**config.mk**
```make
export PLATFORM = sky130hd
export DESIGN_NAME = cmu_clock_monitor
export DESIGN_NICKNAME = d
export VERILOG_FILES = /design/src/cmu_pkg.sv /design/src/cmu_rate_counter.sv /design/src/cmu_clock_monitor.sv
export SDC_FILE = /design/constraint.sdc
export NUM_CORES = 1
export LEC_CHECK = 0
export ABC_CLOCK_PERIOD_IN_PS = 4710
export BUFFER_PORTS_ARGS = -buffer_cell sky130_fd_sc_hd__buf_2
export CELL_PAD_IN_SITES_DETAIL_PLACEMENT = 0
export CELL_PAD_IN_SITES_GLOBAL_PLACEMENT = 1
export CORE_MARGIN = 2
export CORE_UTILIZATION = 52
export CTS_BUF_LIST = sky130_fd_sc_hd__clkbuf_4 sky130_fd_sc_hd__clkbuf_8 sky130_fd_sc_hd__clkbuf_16
export DETAILED_ROUTE_END_ITERATION = 8
export PLACE_DENSITY_LB_ADDON = 0.1
export SETUP_SLACK_MARGIN = 0.2
export SYNTH_ARGS = -nofsm -noshare
export SYNTH_HDL_FRONTEND = slang
export SYNTH_HIERARCHICAL = 1
export SYNTH_SLANG_ARGS = --single-unit
```
**constraint.sdc**
```tcl
create_clock -name ref_clk -period 4.71 [get_ports ref_clk]
set_input_delay 0.942 -clock ref_clk [delete_from_list [all_inputs] [get_ports ref_clk]]
set_output_delay 0.942 -clock ref_clk [all_outputs]
set_load 0.02 [all_outputs]
```
**src/cmu_pkg.sv**
```systemverilog
// Constants, register map and carrier types of the clock monitor
package cmu_pkg;
  localparam int ADDR_W = 8;
  localparam int DATA_W = 16;
  localparam int FREQ_W = 12;
  localparam int SETTLE_COUNT_VALUE_W = 8;
  localparam int RCCTL_W = 4;

  // Register offsets (byte addresses)
  localparam logic [7:0] OFF_RCCTL = 8'h00;
  localparam logic [7:0] OFF_FDISP = 8'h04;
  localparam logic [7:0] OFF_FRH   = 8'h08;
  localparam logic [7:0] OFF_FRL   = 8'h0c;
  localparam logic [7:0] OFF_CTRL  = 8'h10;
  localparam logic [7:0] OFF_STAT  = 8'h14;
  localparam logic [7:0] OFF_SETTLE_COUNT_VALUE  = 8'h18;
  localparam logic [7:0] OFF_WE    = 8'h1c;
  localparam logic [7:0] OFF_IEN   = 8'h20;

  // Control register fields
  localparam int CTRL_MAIN_SEL  = 0;
  localparam int CTRL_METER_SEL = 1;
  localparam int CTRL_MON_SEL   = 2;
  localparam int CTRL_REN       = 3;
  localparam int CTRL_SFM       = 4;
  localparam int CTRL_RCSS      = 5;
  localparam int CTRL_RCHSE     = 6;
  localparam int CTRL_RC_STOP_LOW_FREQ      = 7;
  localparam int CTRL_RC_RUN_LOW_FREQ      = 8;
  localparam int CTRL_CRFR      = 9;
  localparam int CTRL_OSCS      = 10;

  // Status and interrupt enable fields
  localparam int ST_SETTLE   = 0;
  localparam int ST_LOSS     = 1;
  localparam int ST_OVER     = 2;
  localparam int ST_UNDER    = 3;
  localparam int ST_MRF      = 4;
  localparam int ST_OUT_MUX  = 5;
  localparam int ST_MET_MUX  = 6;
  localparam int ST_MON_MUX  = 7;
  localparam int NUM_FLAGS   = 4;

  // Reset values
  localparam logic [RCCTL_W-1:0] RST_RCCTL = 4'h8;
  localparam logic [FREQ_W-1:0]  RST_FRH   = 12'hfff;
  localparam logic [FREQ_W-1:0]  RST_FRL   = 12'h000;
  localparam logic [SETTLE_COUNT_VALUE_W-1:0]  RST_SETTLE_COUNT_VALUE  = 8'h4e;

  // Unlock keywords (arbitrary values)
  localparam logic [DATA_W-1:0] KEY_FIRST  = 16'h5a3c;
  localparam logic [DATA_W-1:0] KEY_SECOND = 16'ha5c3;

  // Timing counts
  localparam int SETTLE_MULT    = 512;
  localparam int SETTLE_SHIFT   = 9;
  localparam int WAKE_RC_CYCLES = 400;
  localparam int WINDOW_PULSES  = 16;

  typedef struct packed {
    logic [ADDR_W-1:0] addr;
    logic [DATA_W-1:0] wdata;
    logic              wr;
    logic              rd;
  } cmu_bus_req_t;

  typedef enum logic [1:0] {
    CMU_LOCKED,
    CMU_KEY1_SEEN,
    CMU_OPEN
  } cmu_lock_t;

  typedef enum logic {
    CMU_SW_FOLLOW,
    CMU_SW_PARKED
  } cmu_sw_state_t;
endpackage

```
**src/cmu_rate_counter.sv**
```systemverilog
// Counts edges of one clock over a window of base-clock pulses
module cmu_rate_counter #(
  parameter int CNT_W  = 12,
  parameter int WINDOW = 16
) (
  // Clock and reset
  input  wire logic             ref_clk,
  input  wire logic             nrst,
  // Control
  input  wire logic             restart,
  input  wire logic             base_edge,
  input  wire logic             meas_edge,
  // Result
  output logic [CNT_W-1:0]      count_q,
  output logic                  done_q
);
  localparam int WIN_W = $clog2(WINDOW + 1);
  localparam logic [WIN_W-1:0] WIN_LAST = WIN_W'(WINDOW);
  localparam logic [CNT_W-1:0] CNT_MAX  = '1;

  if (WINDOW < 1 || CNT_W < 2) begin : g_bad
    $error("cmu_rate_counter: unsupported parameters");
  end

  logic [WIN_W-1:0] base_q;
  logic [CNT_W-1:0] acc_q;
  logic             run_q;
  wire              win_end = base_edge && (base_q == WIN_LAST - 1'b1);
  // Saturate so a very fast clock reads as full scale, not wrapped
  wire  [CNT_W-1:0] acc_inc = (acc_q == CNT_MAX) ? acc_q : acc_q + 1'b1;
  wire  [CNT_W-1:0] acc_nxt = meas_edge ? acc_inc : acc_q;

  always_ff @(posedge ref_clk or negedge nrst) begin
    if (!nrst) begin
      base_q  <= '0;
      acc_q   <= '0;
      count_q <= '0;
      done_q  <= 1'b0;
      run_q   <= 1'b0;
    end else if (restart) begin
      base_q  <= '0;
      acc_q   <= '0;
      done_q  <= 1'b0;
      run_q   <= 1'b0;
    end else if (!run_q) begin
      // Open on a base edge so the window spans whole base periods
      done_q <= 1'b0;
      run_q  <= base_edge;
    end else begin
      done_q <= win_end;
      if (win_end) begin
        base_q  <= '0;
        acc_q   <= '0;
        count_q <= acc_nxt;
      end else begin
        base_q <= base_edge ? base_q + 1'b1 : base_q;
        acc_q  <= acc_nxt;
      end
    end
  end
endmodule

```
**src/cmu_clock_monitor.sv**
```systemverilog
// Clock monitor: source selection, failure checks, meter and registers
// Function
// - Power-on forwards RC oscillator at 2 MHz
// - Wake from stop/halt forwards RC oscillator
// - Settling-done interrupt after programmable delay
// - RC oscillator drives wake-up timer directly
// - RC high setting after reset and wake
// - Separate run and stop RC frequency bits
// - Resume 400 RC cycles after wake
// - Two oscillators in, one clock out
// - Two unlock keywords before each write
// - Count 512 times settle value, set done
// - Settle done in reset selects main oscillator
// - Software moves output clock either way
// - Slow main oscillator falls back to RC
// - Over-frequency or stopped clock flags, resets
// - Under-frequency sets flag and interrupt
// - Start bit measures oscillator or PLL, self-clears
// - Meter and checker run from selected clock
// - Status bits show each multiplexer's clock
// - Result is sixteen times clock ratio
// - Monitor select: 0 RC, 1 main oscillator
// - Meter select: 0 main oscillator, 1 PLL
module cmu_clock_monitor
  import cmu_pkg::*;
#(
  parameter int SETTLE_COUNT_VALUE_BITS = cmu_pkg::SETTLE_COUNT_VALUE_W
) (
  // Clock and reset
  input  wire logic                  ref_clk,
  input  wire logic                  nrst,
  // Register port
  input  wire cmu_pkg::cmu_bus_req_t bus_req,
  output logic [cmu_pkg::DATA_W-1:0] rdata_q,
  // Sampled clock sources
  input  wire logic                  osc_in,
  input  wire logic                  rc_in,
  input  wire logic                  mclk_in,
  input  wire logic                  pll_in,
  // System state
  input  wire logic                  sys_reset_active,
  input  wire logic                  stop_mode,
  input  wire logic                  wake_event,
  // Clock outputs
  output logic                       monitor_output_clock,
  output logic                       wakeup_timer_clk,
  // Oscillator control
  output logic                       rc_low_freq,
  output logic [cmu_pkg::RCCTL_W-1:0] rc_trim,
  output logic                       osc_stop,
  output logic                       rc_stop,
  // System requests
  output logic                       cpu_resume,
  output logic                       monitor_reset_req,
  // Interrupts
  output logic                       irq_settle,
  output logic                       irq_osc_loss,
  output logic                       irq_over,
  output logic                       irq_under
);
  import cmu_pkg::*;

  if (SETTLE_COUNT_VALUE_BITS != SETTLE_COUNT_VALUE_W) begin : g_bad
    $error("cmu_clock_monitor: settle count width must match map");
  end

  localparam int SET_W  = SETTLE_COUNT_VALUE_W + SETTLE_SHIFT;
  localparam int WAKE_W = $clog2(WAKE_RC_CYCLES + 1);
  localparam logic [WAKE_W-1:0] WAKE_LAST = WAKE_W'(WAKE_RC_CYCLES);
  localparam logic [FREQ_W-1:0] WIN_CNT   = FREQ_W'(WINDOW_PULSES);

  function automatic logic hit(input logic [ADDR_W-1:0] a,
                               input logic [ADDR_W-1:0] off);
    hit = (a == off);
  endfunction

  // Edge detection on the sampled sources
  logic osc_p_q, rc_p_q, mclk_p_q, pll_p_q;
  wire  osc_rise  = osc_in && !osc_p_q;
  wire  rc_rise   = rc_in && !rc_p_q;
  wire  mclk_rise = mclk_in && !mclk_p_q;
  wire  pll_rise  = pll_in && !pll_p_q;

  always_ff @(posedge ref_clk or negedge nrst) begin
    if (!nrst) begin
      osc_p_q  <= 1'b0;
      rc_p_q   <= 1'b0;
      mclk_p_q <= 1'b0;
      pll_p_q  <= 1'b0;
    end else begin
      osc_p_q  <= osc_in;
      rc_p_q   <= rc_in;
      mclk_p_q <= mclk_in;
      pll_p_q  <= pll_in;
    end
  end

  // Registers
  logic [RCCTL_W-1:0]   rcctl_q;
  logic [FREQ_W-1:0]    fdisp_q, frh_q, frl_q;
  logic [SETTLE_COUNT_VALUE_W-1:0]    settle_count_value_q;
  logic [NUM_FLAGS-1:0] ien_q, flags_q;
  logic                 mrf_q;
  logic main_sel_q, meter_sel_q, mon_sel_q, ren_q, sfm_q;
  logic rcss_q, rchse_q, rc_stop_low_freq_q, rc_run_low_freq_q, oscs_q;
  cmu_lock_t            lock_q;

  // Write decode
  wire [DATA_W-1:0] wd      = bus_req.wdata;
  wire              we_hit  = bus_req.wr && hit(bus_req.addr, OFF_WE);
  wire              wr_ok   = bus_req.wr && (lock_q == CMU_OPEN) && !we_hit;
  wire              w_rcctl = wr_ok && hit(bus_req.addr, OFF_RCCTL);
  wire              w_frh   = wr_ok && hit(bus_req.addr, OFF_FRH);
  wire              w_frl   = wr_ok && hit(bus_req.addr, OFF_FRL);
  wire              w_ctrl  = wr_ok && hit(bus_req.addr, OFF_CTRL);
  wire              w_stat  = wr_ok && hit(bus_req.addr, OFF_STAT);
  wire              w_settle_count_value  = wr_ok && hit(bus_req.addr, OFF_SETTLE_COUNT_VALUE);
  wire              w_ien   = wr_ok && hit(bus_req.addr, OFF_IEN);

  always_ff @(posedge ref_clk or negedge nrst) begin
    if (!nrst) begin
      lock_q <= CMU_LOCKED;
    end else if (bus_req.wr) begin
      unique case (lock_q)
        CMU_LOCKED:
          lock_q <= (we_hit && wd == KEY_FIRST) ? CMU_KEY1_SEEN : CMU_LOCKED;
        CMU_KEY1_SEEN:
          lock_q <= (we_hit && wd == KEY_SECOND) ? CMU_OPEN : CMU_LOCKED;
        CMU_OPEN:
          lock_q <= (we_hit && wd == KEY_FIRST) ? CMU_KEY1_SEEN : CMU_LOCKED;
      endcase
    end
  end

  logic [SET_W-1:0] settle_cnt_q;
  logic             settle_done_q;
  wire  [SET_W-1:0] settle_n   = {settle_count_value_q, {SETTLE_SHIFT{1'b0}}};
  wire              settle_hit = !settle_done_q &&
                                 (settle_cnt_q >= settle_n);

  always_ff @(posedge ref_clk or negedge nrst) begin
    if (!nrst) begin
      settle_cnt_q  <= '0;
      settle_done_q <= 1'b0;
    end else if (wake_event) begin
      settle_cnt_q  <= '0;
      settle_done_q <= 1'b0;
    end else if (settle_hit) begin
      settle_done_q <= 1'b1;
    end else if (!settle_done_q && osc_rise) begin
      settle_cnt_q <= settle_cnt_q + 1'b1;
    end
  end

  // Monitor logic base clock, 0 selects RC
  wire mon_edge  = mon_sel_q ? osc_rise : rc_rise;
  // Meter source: 0 main oscillator, 1 PLL
  wire met_edge  = meter_sel_q ? pll_rise : osc_rise;

  logic [FREQ_W-1:0] met_cnt, chk_cnt, loss_cnt;
  logic              met_done, chk_done, loss_done;

  // Meter window restarts on a start request
  wire sfm_set = w_ctrl && wd[CTRL_SFM] && !sfm_q;

  cmu_rate_counter #(.CNT_W(FREQ_W), .WINDOW(WINDOW_PULSES)) u_meter (
    .ref_clk   (ref_clk),
    .nrst      (nrst),
    .restart   (!sfm_q),
    .base_edge (mon_edge),
    .meas_edge (met_edge),
    .count_q   (met_cnt),
    .done_q    (met_done)
  );

  cmu_rate_counter #(.CNT_W(FREQ_W), .WINDOW(WINDOW_PULSES)) u_checker (
    .ref_clk   (ref_clk),
    .nrst      (nrst),
    .restart   (1'b0),
    .base_edge (mon_edge),
    .meas_edge (mclk_rise),
    .count_q   (chk_cnt),
    .done_q    (chk_done)
  );

  // Main oscillator measured against the RC window
  cmu_rate_counter #(.CNT_W(FREQ_W), .WINDOW(WINDOW_PULSES)) u_loss (
    .ref_clk   (ref_clk),
    .nrst      (nrst),
    .restart   (1'b0),
    .base_edge (rc_rise),
    .meas_edge (osc_rise),
    .count_q   (loss_cnt),
    .done_q    (loss_done)
  );

  // Glitch-free output multiplexer state
  cmu_sw_state_t sw_q;
  logic          out_src_q;

  // Main oscillator not faster than RC while forwarded
  wire loss_ev  = loss_done && out_src_q && (loss_cnt <= WIN_CNT);
  // Above high limit, or no system clock at all
  wire over_ev  = chk_done && (chk_cnt > frh_q || chk_cnt == '0);
  wire under_ev = chk_done && (chk_cnt < frl_q);
  // Automatic switch while system reset still held
  wire auto_sel = settle_hit && sys_reset_active;

  // Hardware sets win over a software clear in the same cycle
  wire [NUM_FLAGS-1:0] flag_set = {under_ev, over_ev, loss_ev, settle_hit};
  wire [NUM_FLAGS-1:0] flag_clr = w_stat ? wd[NUM_FLAGS-1:0] : '0;
  wire [NUM_FLAGS-1:0] flags_d  = (flags_q & ~flag_clr) | flag_set;

  always_ff @(posedge ref_clk or negedge nrst) begin
    if (!nrst) begin
      rcctl_q <= RST_RCCTL;
      frh_q   <= RST_FRH;
      frl_q   <= RST_FRL;
      settle_count_value_q  <= RST_SETTLE_COUNT_VALUE;
      ien_q   <= '0;
    end else begin
      if (w_rcctl) rcctl_q <= wd[RCCTL_W-1:0];
      if (w_frh)   frh_q   <= wd[FREQ_W-1:0];
      if (w_frl)   frl_q   <= wd[FREQ_W-1:0];
      if (w_settle_count_value)  settle_count_value_q  <= wd[SETTLE_COUNT_VALUE_W-1:0];
      if (w_ien)   ien_q   <= wd[NUM_FLAGS-1:0];
    end
  end

  // Status flags
  always_ff @(posedge ref_clk or negedge nrst) begin
    if (!nrst) begin
      flags_q <= '0;
      mrf_q   <= 1'b0;
    end else begin
      flags_q <= flags_d;
      // Monitor reset flag, cleared by its clear bit
      if (over_ev)
        mrf_q <= 1'b1;
      else if (w_ctrl && wd[CTRL_CRFR])
        mrf_q <= 1'b0;
    end
  end

  // Control register
  always_ff @(posedge ref_clk or negedge nrst) begin
    if (!nrst) begin
      main_sel_q  <= 1'b0;
      meter_sel_q <= 1'b0;
      mon_sel_q   <= 1'b0;
      ren_q       <= 1'b0;
      sfm_q       <= 1'b0;
      rcss_q      <= 1'b0;
      rchse_q     <= 1'b0;
      rc_stop_low_freq_q      <= 1'b0;
      rc_run_low_freq_q      <= 1'b0;
      oscs_q      <= 1'b0;
    end else begin
      if (w_ctrl) begin
        meter_sel_q <= wd[CTRL_METER_SEL];
        mon_sel_q   <= wd[CTRL_MON_SEL];
        ren_q       <= wd[CTRL_REN];
        rcss_q      <= wd[CTRL_RCSS];
        rchse_q     <= wd[CTRL_RCHSE];
        rc_stop_low_freq_q      <= wd[CTRL_RC_STOP_LOW_FREQ];
        rc_run_low_freq_q      <= wd[CTRL_RC_RUN_LOW_FREQ];
        oscs_q      <= wd[CTRL_OSCS];
      end
      // Wake or loss force RC; then
      if (wake_event || loss_ev)
        main_sel_q <= 1'b0;
      else if (auto_sel)
        main_sel_q <= 1'b1;
      else if (w_ctrl)
        main_sel_q <= wd[CTRL_MAIN_SEL];
      // Start bit clears when the result lands
      if (met_done && sfm_q)
        sfm_q <= 1'b0;
      else if (sfm_set)
        sfm_q <= 1'b1;
      // Run low-frequency bit cleared in stop, stop low-frequency bit after wake
      if (stop_mode) begin
        rcss_q <= 1'b0;
        rc_run_low_freq_q <= 1'b0;
      end
      if (wake_event) begin
        rc_stop_low_freq_q  <= 1'b0;
        rchse_q <= 1'b0;
        oscs_q  <= 1'b0;
      end
    end
  end

  always_ff @(posedge ref_clk or negedge nrst) begin
    if (!nrst)
      fdisp_q <= '0;
    else if (met_done && sfm_q)
      fdisp_q <= met_cnt;
  end

  // Park the output low, then adopt the new source at its low
  wire cur_lvl = out_src_q ? osc_in : rc_in;
  wire new_lvl = main_sel_q ? osc_in : rc_in;
  wire park    = (sw_q == CMU_SW_FOLLOW) && (main_sel_q != out_src_q) &&
                 !cur_lvl;

  always_ff @(posedge ref_clk or negedge nrst) begin
    if (!nrst) begin
      sw_q      <= CMU_SW_FOLLOW;
      out_src_q <= 1'b0;
    end else begin
      unique case (sw_q)
        CMU_SW_FOLLOW:
          if (park) sw_q <= CMU_SW_PARKED;
        CMU_SW_PARKED:
          if (!new_lvl) begin
            out_src_q <= main_sel_q;
            sw_q      <= CMU_SW_FOLLOW;
          end
      endcase
    end
  end

  // Single output clock from the two oscillators
  wire out_clk_d = (sw_q == CMU_SW_FOLLOW) && !park && cur_lvl;

  // Wake-up delay counted in RC cycles
  logic [WAKE_W-1:0] wake_cnt_q;
  logic              waking_q;

  always_ff @(posedge ref_clk or negedge nrst) begin
    if (!nrst) begin
      wake_cnt_q <= '0;
      waking_q   <= 1'b0;
    end else if (wake_event) begin
      wake_cnt_q <= '0;
      waking_q   <= 1'b1;
    end else if (waking_q && rc_rise) begin
      wake_cnt_q <= wake_cnt_q + 1'b1;
      if (wake_cnt_q == WAKE_LAST - 1'b1)
        waking_q <= 1'b0;
    end
  end

  // Read mux
  wire out_mux_rc = (sw_q == CMU_SW_FOLLOW) && out_src_q;
  logic [DATA_W-1:0] ctrl_rd, stat_rd, rd_mux;
  assign ctrl_rd = DATA_W'({oscs_q, 1'b0, rc_run_low_freq_q, rc_stop_low_freq_q, rchse_q, rcss_q,
                            sfm_q, ren_q, mon_sel_q, meter_sel_q,
                            main_sel_q});
  assign stat_rd = DATA_W'({mon_sel_q, meter_sel_q, out_mux_rc, mrf_q,
                            flags_q});
  assign rd_mux  =
    hit(bus_req.addr, OFF_RCCTL) ? DATA_W'(rcctl_q) :
    hit(bus_req.addr, OFF_FDISP) ? DATA_W'(fdisp_q) :
    hit(bus_req.addr, OFF_FRH)   ? DATA_W'(frh_q)   :
    hit(bus_req.addr, OFF_FRL)   ? DATA_W'(frl_q)   :
    hit(bus_req.addr, OFF_CTRL)  ? ctrl_rd          :
    hit(bus_req.addr, OFF_STAT)  ? stat_rd          :
    hit(bus_req.addr, OFF_SETTLE_COUNT_VALUE)  ? DATA_W'(settle_count_value_q)  :
    hit(bus_req.addr, OFF_IEN)   ? DATA_W'(ien_q)   : '0;

  // Registered outputs
  always_ff @(posedge ref_clk or negedge nrst) begin
    if (!nrst) begin
      rdata_q              <= '0;
      monitor_output_clock <= 1'b0;
      wakeup_timer_clk     <= 1'b0;
      rc_low_freq          <= 1'b0;
      rc_trim              <= RST_RCCTL;
      osc_stop             <= 1'b0;
      rc_stop              <= 1'b0;
      cpu_resume           <= 1'b1;
      monitor_reset_req    <= 1'b0;
      irq_settle           <= 1'b0;
      irq_osc_loss         <= 1'b0;
      irq_over             <= 1'b0;
      irq_under            <= 1'b0;
    end else begin
      rdata_q              <= bus_req.rd ? rd_mux : '0;
      monitor_output_clock <= out_clk_d;
      // Wake-up timer sees the RC oscillator unmuxed
      wakeup_timer_clk     <= rc_in;
      // Stop setting in stop mode, run setting otherwise
      rc_low_freq          <= stop_mode ? rc_stop_low_freq_q : rc_run_low_freq_q;
      rc_trim              <= rcctl_q;
      osc_stop             <= oscs_q && !out_src_q;
      rc_stop              <= (rcss_q && out_src_q) ||
                              (rchse_q && stop_mode);
      // Execution held until the delay ends
      cpu_resume           <= !waking_q && !wake_event;
      monitor_reset_req    <= over_ev && ren_q;
      irq_settle           <= flags_d[ST_SETTLE] && ien_q[ST_SETTLE];
      irq_osc_loss         <= flags_d[ST_LOSS] && ien_q[ST_LOSS];
      irq_over             <= flags_d[ST_OVER] && ien_q[ST_OVER];
      irq_under            <= flags_d[ST_UNDER] && ien_q[ST_UNDER];
    end
  end
endmodule

```
# --- Word-level counts from Yosys, hierarchy flattened ---
# Index checks and enable logic that the tools add are counted.
totals:
  regBits: 222
op_classes:
  n_addsub: 8
  mux: 75
  bitwise: 5
  magnitude_cmp: 4
  n_eq_ne: 23
  n_reduce_logical: 84
ops:
  columns: ["cell", "count"]
  rows:
  - ["two-way mux 12 bit", 16]
  - ["two-way mux 17 bit", 3]
  - ["logical AND 1 bit", 45]
  - ["two-way mux 5 bit", 8]
  - ["two-way mux 1 bit", 38]
  - ["adder 12 x 1 -> 12 bit, second input constant", 3]
  - ["== test 12 bit, second input constant", 3]
  - ["== test 8 x 5 -> 1 bit, second input constant", 4]
  - ["nonzero test 2 bit", 10]
  - ["two-way mux 9 bit", 2]
  - ["adder 17 x 1 -> 17 bit, second input constant", 1]
  - ["greater-or-equal comparator 17 bit", 1]
  - ["== test 16 x 15 -> 1 bit, second input constant", 1]
  - ["== test 16 bit, second input constant", 1]
  - ["== test 8 x 4 -> 1 bit, second input constant", 2]
  - ["two-way mux 8 bit", 2]
  - ["AND reduction 2 bit", 8]
  - ["adder 5 x 1 -> 5 bit, second input constant", 3]
  - ["== test 5 x 4 -> 1 bit, second input constant", 3]
  - ["greater-than comparator 12 bit", 1]
  - ["less-or-equal comparator 12 x 5 -> 1 bit, second input constant", 1]
  - ["zero test 1 bit", 12]
  - ["zero test 12 bit", 1]
  - ["< comparator 12 bit", 1]
  - ["other kinds (25)", 29]

# --- Longest topological paths before layout ---
# Gate-level depths: netlist of run 1.
depth:
  depth_word: 10
  mapped_depth: 9
  depth_no_buf: 8

# --- Modules after synthesis ---
# The synthesis of run 1 kept the hierarchy.
modules_own_cells:
  columns: ["module", "cells_per_inst", "instances", "seq_area_each_um2", "area_each_um2"]
  rows:
  - ["cmu_clock_monitor", 646, 1, 3251.9, 6685.2]
  - ["cmu_rate_counter", 168, 3, 775.7, 1632.8]

# --- Worst setup path after synthesis of run 1 ---
# No wires, ideal clock.
synth_timing:
  path_kind: "input to register"
  startpoint: "input port osc_in"
  endpoint: "register u_meter.acc_q[7]"
  path_stages: 6
  n_path_buf: 0
  setup_slack_ns: 1.971
  arrival_ns: 2.661
  path_cell_list: "inv_1 > o32ai_1 > nand3_1 > nor4_1 > o21bai_1 > o2bb2ai_1"
synth_between:
  elab_chain_len: 6
  word_cells_on_any_way: 8
synth_rtl:
  columns: ["element", "line", "source"]
  rows:
  - ["start, declared", "cmu_clock_monitor.sv:36", "input wire logic osc_in,"]
  - ["logical AND 1 bit", "cmu_clock_monitor.sv:79", "wire osc_rise = osc_in && !osc_p_q;"]
  - ["two-way mux 1 bit", "cmu_clock_monitor.sv:158", "wire met_edge = meter_sel_q ? pll_rise : osc_rise;"]
  - ["named net met_edge", "cmu_clock_monitor.sv:158", null]
  - ["two-way mux 12 bit", "cmu_rate_counter.sv:31", "wire [CNT_W-1:0] acc_nxt = meas_edge ? acc_inc : acc_q;"]
  - ["two-way mux 12 bit", "cmu_rate_counter.sv:51", "if (win_end) begin"]
  - ["two-way mux 12 bit", "cmu_rate_counter.sv:45", "end else if (!run_q) begin"]
  - ["two-way mux 12 bit", "cmu_rate_counter.sv:40", "end else if (restart) begin"]
  - ["end signal, assigned", "cmu_rate_counter.sv:57", "acc_q <= acc_nxt;"]
  - ["end, declared", "cmu_rate_counter.sv:26", "logic [CNT_W-1:0] acc_q;"]
# The timed path passes the listed nets, and every way through them passes these cells. The select of a mux whose other input is x is not followed.
# A chain may end at the register's enable or synchronous reset.

# --- Final worst setup path of run 1 ---
layout_timing:
  startpoint: "input port osc_in"
  endpoint: "register u_meter.count_q[5]"
layout_between:
  elab_chain_len: 4
  word_cells_on_any_way: 6
layout_rtl:
  columns: ["element", "line", "source"]
  rows:
  - ["logical AND 1 bit", "cmu_clock_monitor.sv:79", null]
  - ["named net osc_rise", "cmu_clock_monitor.sv:79", null]
  - ["two-way mux 1 bit", "cmu_clock_monitor.sv:156", "wire mon_edge = mon_sel_q ? osc_rise : rc_rise;"]
  - ["named net mon_edge", "cmu_clock_monitor.sv:156", null]
  - ["logical AND 1 bit", "cmu_rate_counter.sv:28", "wire win_end = base_edge && (base_q == WIN_LAST - 1'b1);"]
  - ["AND reduction 3 bit (no line)", null, null]
  - ["end signal, assigned", "cmu_rate_counter.sv:54", "count_q <= acc_nxt;"]
  - ["end, declared", "cmu_rate_counter.sv:14", "output logic [CNT_W-1:0] count_q,"]
# The timed path passes the listed nets, and every way through them passes these cells.

==> results.yml, run 1 <==
clocking:
  cts_max_level: 1
  cts_setup_buffers: 0
  cts-root-buf: "clkbuf_16"
  cts.sinks: 222
  clkTransAtPathRegs_ns: 0.06
  clock_latency_ns: 0.52
  ctsHoldBuffers: 0
  ctsResizeCount: 0
  cts_tree: "yes"
  cts_buffer_depth: 3
  cts_buffers: 25
die:
  start_util_pct: 53.1
  fp.dieW_um: 153
  rows: 54
  die-area_um2: 23500
  design.core.area_um2: 21800
  ios: 66
  die_h_um: 153
timing:
  max_freq_mhz: 342
  slew-limit-headroom_pct: 32.2
  setup_viol: 0
  finalSetupTns_ns: 0
  min_period_ns: 2.93
  finClkSkew_ns: 0.00966
  period_share_pct: 62.1
  slew_violations: 0
  hold_violations: 0
  layout_setup_ws_ns: 1.78
  rsz0062_at_grt: "no"
  tightest_slew_ns: 1.00
placement:
  place_congestion: 0.886
  dpl.hpwl_um: 20100
  pre_cts_slack_ns: 1.29
  portBuffers: 61
  placedCellCount: 1467
logic_synthesis:
  netlist_area_um2: 11600
  avgSynthCellArea_um2: 10.1
  ys.flop_type: "dfrtp_1"
  yosysSeqAreaShare_pct: 48.2
  synth_top_family_by_area: "simple AND/OR/NAND/NOR gates"
  synth_common_cells: "203 x dfrtp_1, 123 x nand2_1, 93 x nor2_1"
  synthXorXnorAreaFrac_pct: 3.02
  yosys.area_share.simple_pct: 19.9
  synth-adder-area-share_pct: 4.32
  synth_most_common_cell: "dfrtp_1"
  synth.distinct_cells: 81
  synth_compound_area_share_pct: 16.4
  synthTopCellsByArea: "dfrtp_1 44%, ha_1 4.3%, dfstp_2 4.3%"
  netlist_instances: 1150
  yosys_warnings: 6
  synth.area.mux_share_pct: 4.76
  synth-seq-cells: 222
  ys_async_sr_fraction_pct: 100
  yosys.area.top_type: "dfrtp_1"
  synth_edf_count: 0
  netlist.area_leader.share_pct: 43.9
setup_path:
  r2r_end: "u_meter/count_q[5]$_DFFE_PN0P_"
  path_class: "input pin to register"
  crit_path_max_fanout: 16
  r2r-start: "osc_p_q$_DFF_PN0_"
  r2r_cells: 7
  crit_start: "osc_in"
  regToRegSetupSlack_ns: 2.02
  worstPathArrival_ns: 3.36
  startpoint_type: "input pin"
  crit_path_end_kind: "register"
  required_ns: 5.14
hold_path:
  hold_end: "rc_trim[3]$_DFF_PN1_"
  hold_start: "rcctl_q[3]$_DFFE_PN1P_"
  whs_path_depth: 0
  hold_class: "register to register"
layout:
  stdcell_count: 1512
  nNetsFinal: 1289
  fill_cells: 1912
  antennaDiodeCount: 0
  area_delta_synth_final_pct: 12.5
  drive_above_1_share_pct: 16.9
pwr:
  p_per_area_nw_per_um2: 349
  total_power_mw: 4.55
  p_leak_nw: 5.90
  max-vdd-ir-drop_mv: 0.241
run_status:
  status: "completed"
routing:
  dr.pass1.iters: 5
  avgRoutedWirePerCell_um: 18.3
  drt_iter0_drc: 498
  wl_um: 27600
  remaining_drc_errors: 0
  num_vias: 8776
  vias_per_cell: 5.80
  ant_nets: 0
global_routing:
  grt_usage_pct: 23.8
  grt_pass1_wl_um: 45500
  overflow: 0
  antenna_found_initial: 1
  grt_max_degree: 127
  grt_pass1_vias: 8581
job:
  drv_cap: 0
## state kept, by name (all words and copies together) (netlist names), 2 cells and up
signal,cells
settle_cnt_q,17
frl_q,12
lock_q,2
frh_q,12
u_meter/base_q,5
u_checker/acc_q,12
ien_q,4
rdata_q,12
flags_q,4
settle_count_value_q,8
wake_cnt_q,9
u_loss/acc_q,12
u_checker/count_q,12
rcctl_q,4
fdisp_q,12
u_checker/base_q,5
u_loss/base_q,5
u_meter/acc_q,12
u_meter/count_q,12
rc_trim,4
u_loss/count_q,12
## layout by cell type, fill, tap and decap left out, drive strengths merged, types with 14 or more instances in the layout
master and count:
a21o 14, mux2 33, nand3 41, ha 40, nor3 16, nor4 21
nand4 18, inv 57, dfrtp 203, a21oi 87, buf 66, dfstp 19
and2 15, mux2i 18, nand2 123, and3 14, xnor2 28, nor2 98
clkbuf 38, o21ai 83
## report_power, final
| group | switching, mW | leakage (nW) | total, mW | internal (mW) |
|---|---|---|---|---|
| logic | 0.270 | 2.56 | 0.411 | 0.141 |
| registers | 0.0950 | 2.90 | 2.09 | 1.99 |
| clock network | 0.771 | 0.444 | 2.05 | 1.28 |
## worst max-delay path, stage by stage
cell	delay, ns
buf_2	0.14
inv_1	0.08
nor2_1	0.48
mux2_2	0.48
nand2_1	0.20
or3_1	0.58
clkinv_1	0.25
nor2_1	0.06
a31oi_1	0.14
## kinds of logic (layout without fill, tap and decap cells)
family / after synthesis / count (layout)
multiplexers: 51 / 51
adder cells (fa/ha/maj): 40 / 40
AND/OR/NAND/NOR: 418 / 418
other: 1 / 6
AO/OA/AOI/OAI: 284 / 284
XOR/XNOR: 40 / 40
flip-flops: 222 / 222
buffers and inverters: 94 / 171
## per-stage QoR
stage                     utilization (%)  hold slack [ns]  cell area, um^2
final                                59.7            0.396            13000
after global routing                 59.7            0.398            13000
after CTS                            59.7            0.393            13000
after detailed placement             55.7            0.382            12100
after global placement               55.7            0.379            12100
after floorplan                         -            0.359            11600
## per-layer routing
layer	track usage, %	up-vias	wire, um
li1	-	4297	-
met1	34.5	4273	13200
met2	37.5	153	12600
met3	3.71	51	1030
met4	6.17	2	707
met5	0	-	12
## final cells by class
type                       instances  area, um^2  area share (%)
multi-input combinational        839        5630            43.2
sequential                       222        5580            42.8
clock buffer                      38         767            5.89
timing repair buffer              66         365            2.80
tap                              280         350            2.69
inverter                          60         225            1.73
clock inverter                     7         110           0.845
## worst max path at each step
stage / slack (ns) / to / cells after the start
after floorplan: 1.97 / u_meter/acc_q[7]$_DFFE_PN0P_ / 6
after global placement: 1.36 / u_checker/count_q[5]$_DFFE_PN0P_ / 9
after detailed placement: 1.29 / u_meter/count_q[4]$_DFFE_PN0P_ / 9
after CTS: 1.80 / u_meter/count_q[5]$_DFFE_PN0P_ / 9
after global routing: 1.56 / u_meter/count_q[9]$_DFFE_PN0P_ / 9
final: 1.78 / u_meter/count_q[5]$_DFFE_PN0P_ / 9
(Power assumes the default switching activity.)
==> run 2, diff against run 1 <==
--- a/config.mk
+++ b/config.mk
@@ -5,12 +5,12 @@
 export SDC_FILE = /design/constraint.sdc
 export NUM_CORES = 1
 export LEC_CHECK = 0
-export ABC_CLOCK_PERIOD_IN_PS = 4710
+export ABC_CLOCK_PERIOD_IN_PS = 2700
 export BUFFER_PORTS_ARGS = -buffer_cell sky130_fd_sc_hd__buf_2
 export CELL_PAD_IN_SITES_DETAIL_PLACEMENT = 0
 export CELL_PAD_IN_SITES_GLOBAL_PLACEMENT = 1
 export CORE_MARGIN = 2
-export CORE_UTILIZATION = 52
+export CORE_UTILIZATION = 49
 export CTS_BUF_LIST = sky130_fd_sc_hd__clkbuf_4 sky130_fd_sc_hd__clkbuf_8 sky130_fd_sc_hd__clkbuf_16
 export DETAILED_ROUTE_END_ITERATION = 8
 export PLACE_DENSITY_LB_ADDON = 0.1
==> constraint.sdc (replaced) <==
create_clock -name ref_clk -period 2.7 [get_ports ref_clk]
set_input_delay 0.54 -clock ref_clk [delete_from_list [all_inputs] [get_ports ref_clk]]
set_output_delay 0.54 -clock ref_clk [all_outputs]
set_load 0.02 [all_outputs]
==> results.yml, run 2 (synthesis gave the netlist of run 1 again) <==
die:
  die-area_um2: 24900
  die_h_um: 158
  fp.dieW_um: 158
  start_util_pct: 49.6
  design.core.area_um2: 23300
  rows: 56
  ios: 66
pwr:
  max-vdd-ir-drop_mv: 0.512
  p_leak_nw: 6.06
  total_power_mw: 8.00
  p_per_area_nw_per_um2: 600
routing:
  avgRoutedWirePerCell_um: 18.2
  wl_um: 28800
  ant_nets: 0
  dr.pass1.iters: 5
  remaining_drc_errors: 0
  drt_iter0_drc: 557
  num_vias: 8903
  vias_per_cell: 5.62
job:
  drv_cap: 0
placement:
  pre_cts_slack_ns: 0.207
  placed_area_um2: 12400
  place_congestion: 0.845
  portBuffers: 61
  dpl.hpwl_um: 20700
timing:
  layout_setup_ws_ns: 0.301
  tightest_slew_ns: 0.716
  finClkSkew_ns: 0.0272
  slew-limit-headroom_pct: 52.1
  finalSetupTns_ns: 0
  max_freq_mhz: 417
  setup_viol: 0
  hold_violations: 0
  period_share_pct: 88.8
  rsz0062_at_grt: "yes"
  slew_violations: 0
  min_period_ns: 2.40
layout:
  area_delta_synth_final_pct: 15.1
  largest_register_ffs: 17
  design_area_um2: 13300
  mostFrequentLayoutCell: "dfrtp_1"
  drive_above_1_share_pct: 19.0
  layout_common_cells: "203 x dfrtp_1, 122 x nand2_1, 93 x nor2_1, 86 x a21oi_1, 76 x o21ai_0"
  top_register: "settle_cnt_q"
  nNetsFinal: 1318
clocking:
  clkTransAtPathRegs_ns: 0.06
  cts_tree: "yes"
  cts_buffers: 26
  clock_latency_ns: 0.54
  cts-root-buf: "clkbuf_16"
  cts_max_level: 1
  cts.sinks: 222
  cts_buffer_depth: 3
  cts_setup_buffers: 0
setup_path:
  cp_cell_sequence: "inv_1, ha_1, a211o_1, and4bb_4, nand4_2, nand2_2, and4_1, mux2_1"
  slowest_delay_ns: 0.39
  path_class: "register to register"
  crit_path_end_kind: "register"
  required_ns: 3.12
  critPathTopFamily: "simple AND/OR/NAND/NOR gates"
  path_buf_inv: 1
  startpoint_type: "register"
  crit_slowest_cell: "and4bb_4"
  worstPathArrival_ns: 2.82
  crit_path_max_fanout: 6
run_status:
  status: "completed"
global_routing:
  grt_pass1_vias: 8604
  grt_max_degree: 62
  grt_usage_pct: 23.7
  grt_pass1_wl_um: 46800
  antenna_found_initial: 1
  overflow: 0
hold_path:
  hold_class: "input pin to register"
[run 2: layout make-up]
class	count	area, um^2
antenna	1	2.50
clock buffer	36	768
clock inverter	12	114
fill	2083	10000
inverter	60	225
multi-input combinational	839	5640
sequential	222	5580
tap	319	399
timing repair buffer	94	603
[run 2: metal layers]
metal / share of wire, % / global-route usage [%]
met1: 49 / 35.9
met2: 44 / 35.4
met3: 4.7 / 3.61
met4: 2.5 / 6.23
met5: 0 / 0
[run 2: power breakdown]
group | leakage (nW) | internal, mW | switching (mW) | total [mW]
Combinational | 2.71 | 0.271 | 0.480 | 0.751
Clock | 0.452 | 2.18 | 1.42 | 3.60
Sequential | 2.90 | 3.48 | 0.164 | 3.64
Total | 6.06 | 5.93 | 2.07 | 7.99
[run 2: through the flow]
step | cells | util, % | hold WS, ns
finish | 1583 | 57.1 | 0.117
global route | 1583 | 57.1 | 0.0995
CTS | 1582 | 57.1 | 0.0958
detailed placement | 1533 | 53.3 | 0.388
global placement | 1533 | 53.3 | 0.386
floorplan | 1155 | - | 0.244
[run 2: path summary, 6_finish.rpt]
path	cells after the start	endpoint	start	slack, ns
worst min-delay path	1	mclk_p_q$_DFF_PN0_	mclk_in	0.12
min in group asynchronous	2	sw_q$_DFF_PN0_	nrst	0.56
max in group asynchronous	3	frh_q[9]$_DFFE_PN1P_	nrst	1.40
worst max register to register	8	settle_cnt_q[12]$_DFFE_PN0P_	settle_count_value_q[5]$_DFFE_PN0P_	0.30
worst min register to register	0	rc_trim[3]$_DFF_PN1_	rcctl_q[3]$_DFFE_PN1P_	0.40
worst max-delay path	8	settle_cnt_q[12]$_DFFE_PN0P_	settle_count_value_q[5]$_DFFE_PN0P_	0.30
[run 2: worst register-to-register path: cells and delay by family (launching register included)]
family | cells | cell delay [ns]
AOI/OAI and AO/OA | 1 | 0.30
adders and majority gates | 1 | 0.31
buffers and inverters | 1 | 0.07
DFF | 1 | 0.38
muxes | 1 | 0.31
and+or+nand+nor | 4 | 0.91
[run 2: what timing repair did]
action,CTS,global route
resized for setup,0,3
endpoints found under the setup margin,0,1
hold buffers,1,0
hold endpoints to repair,57,0
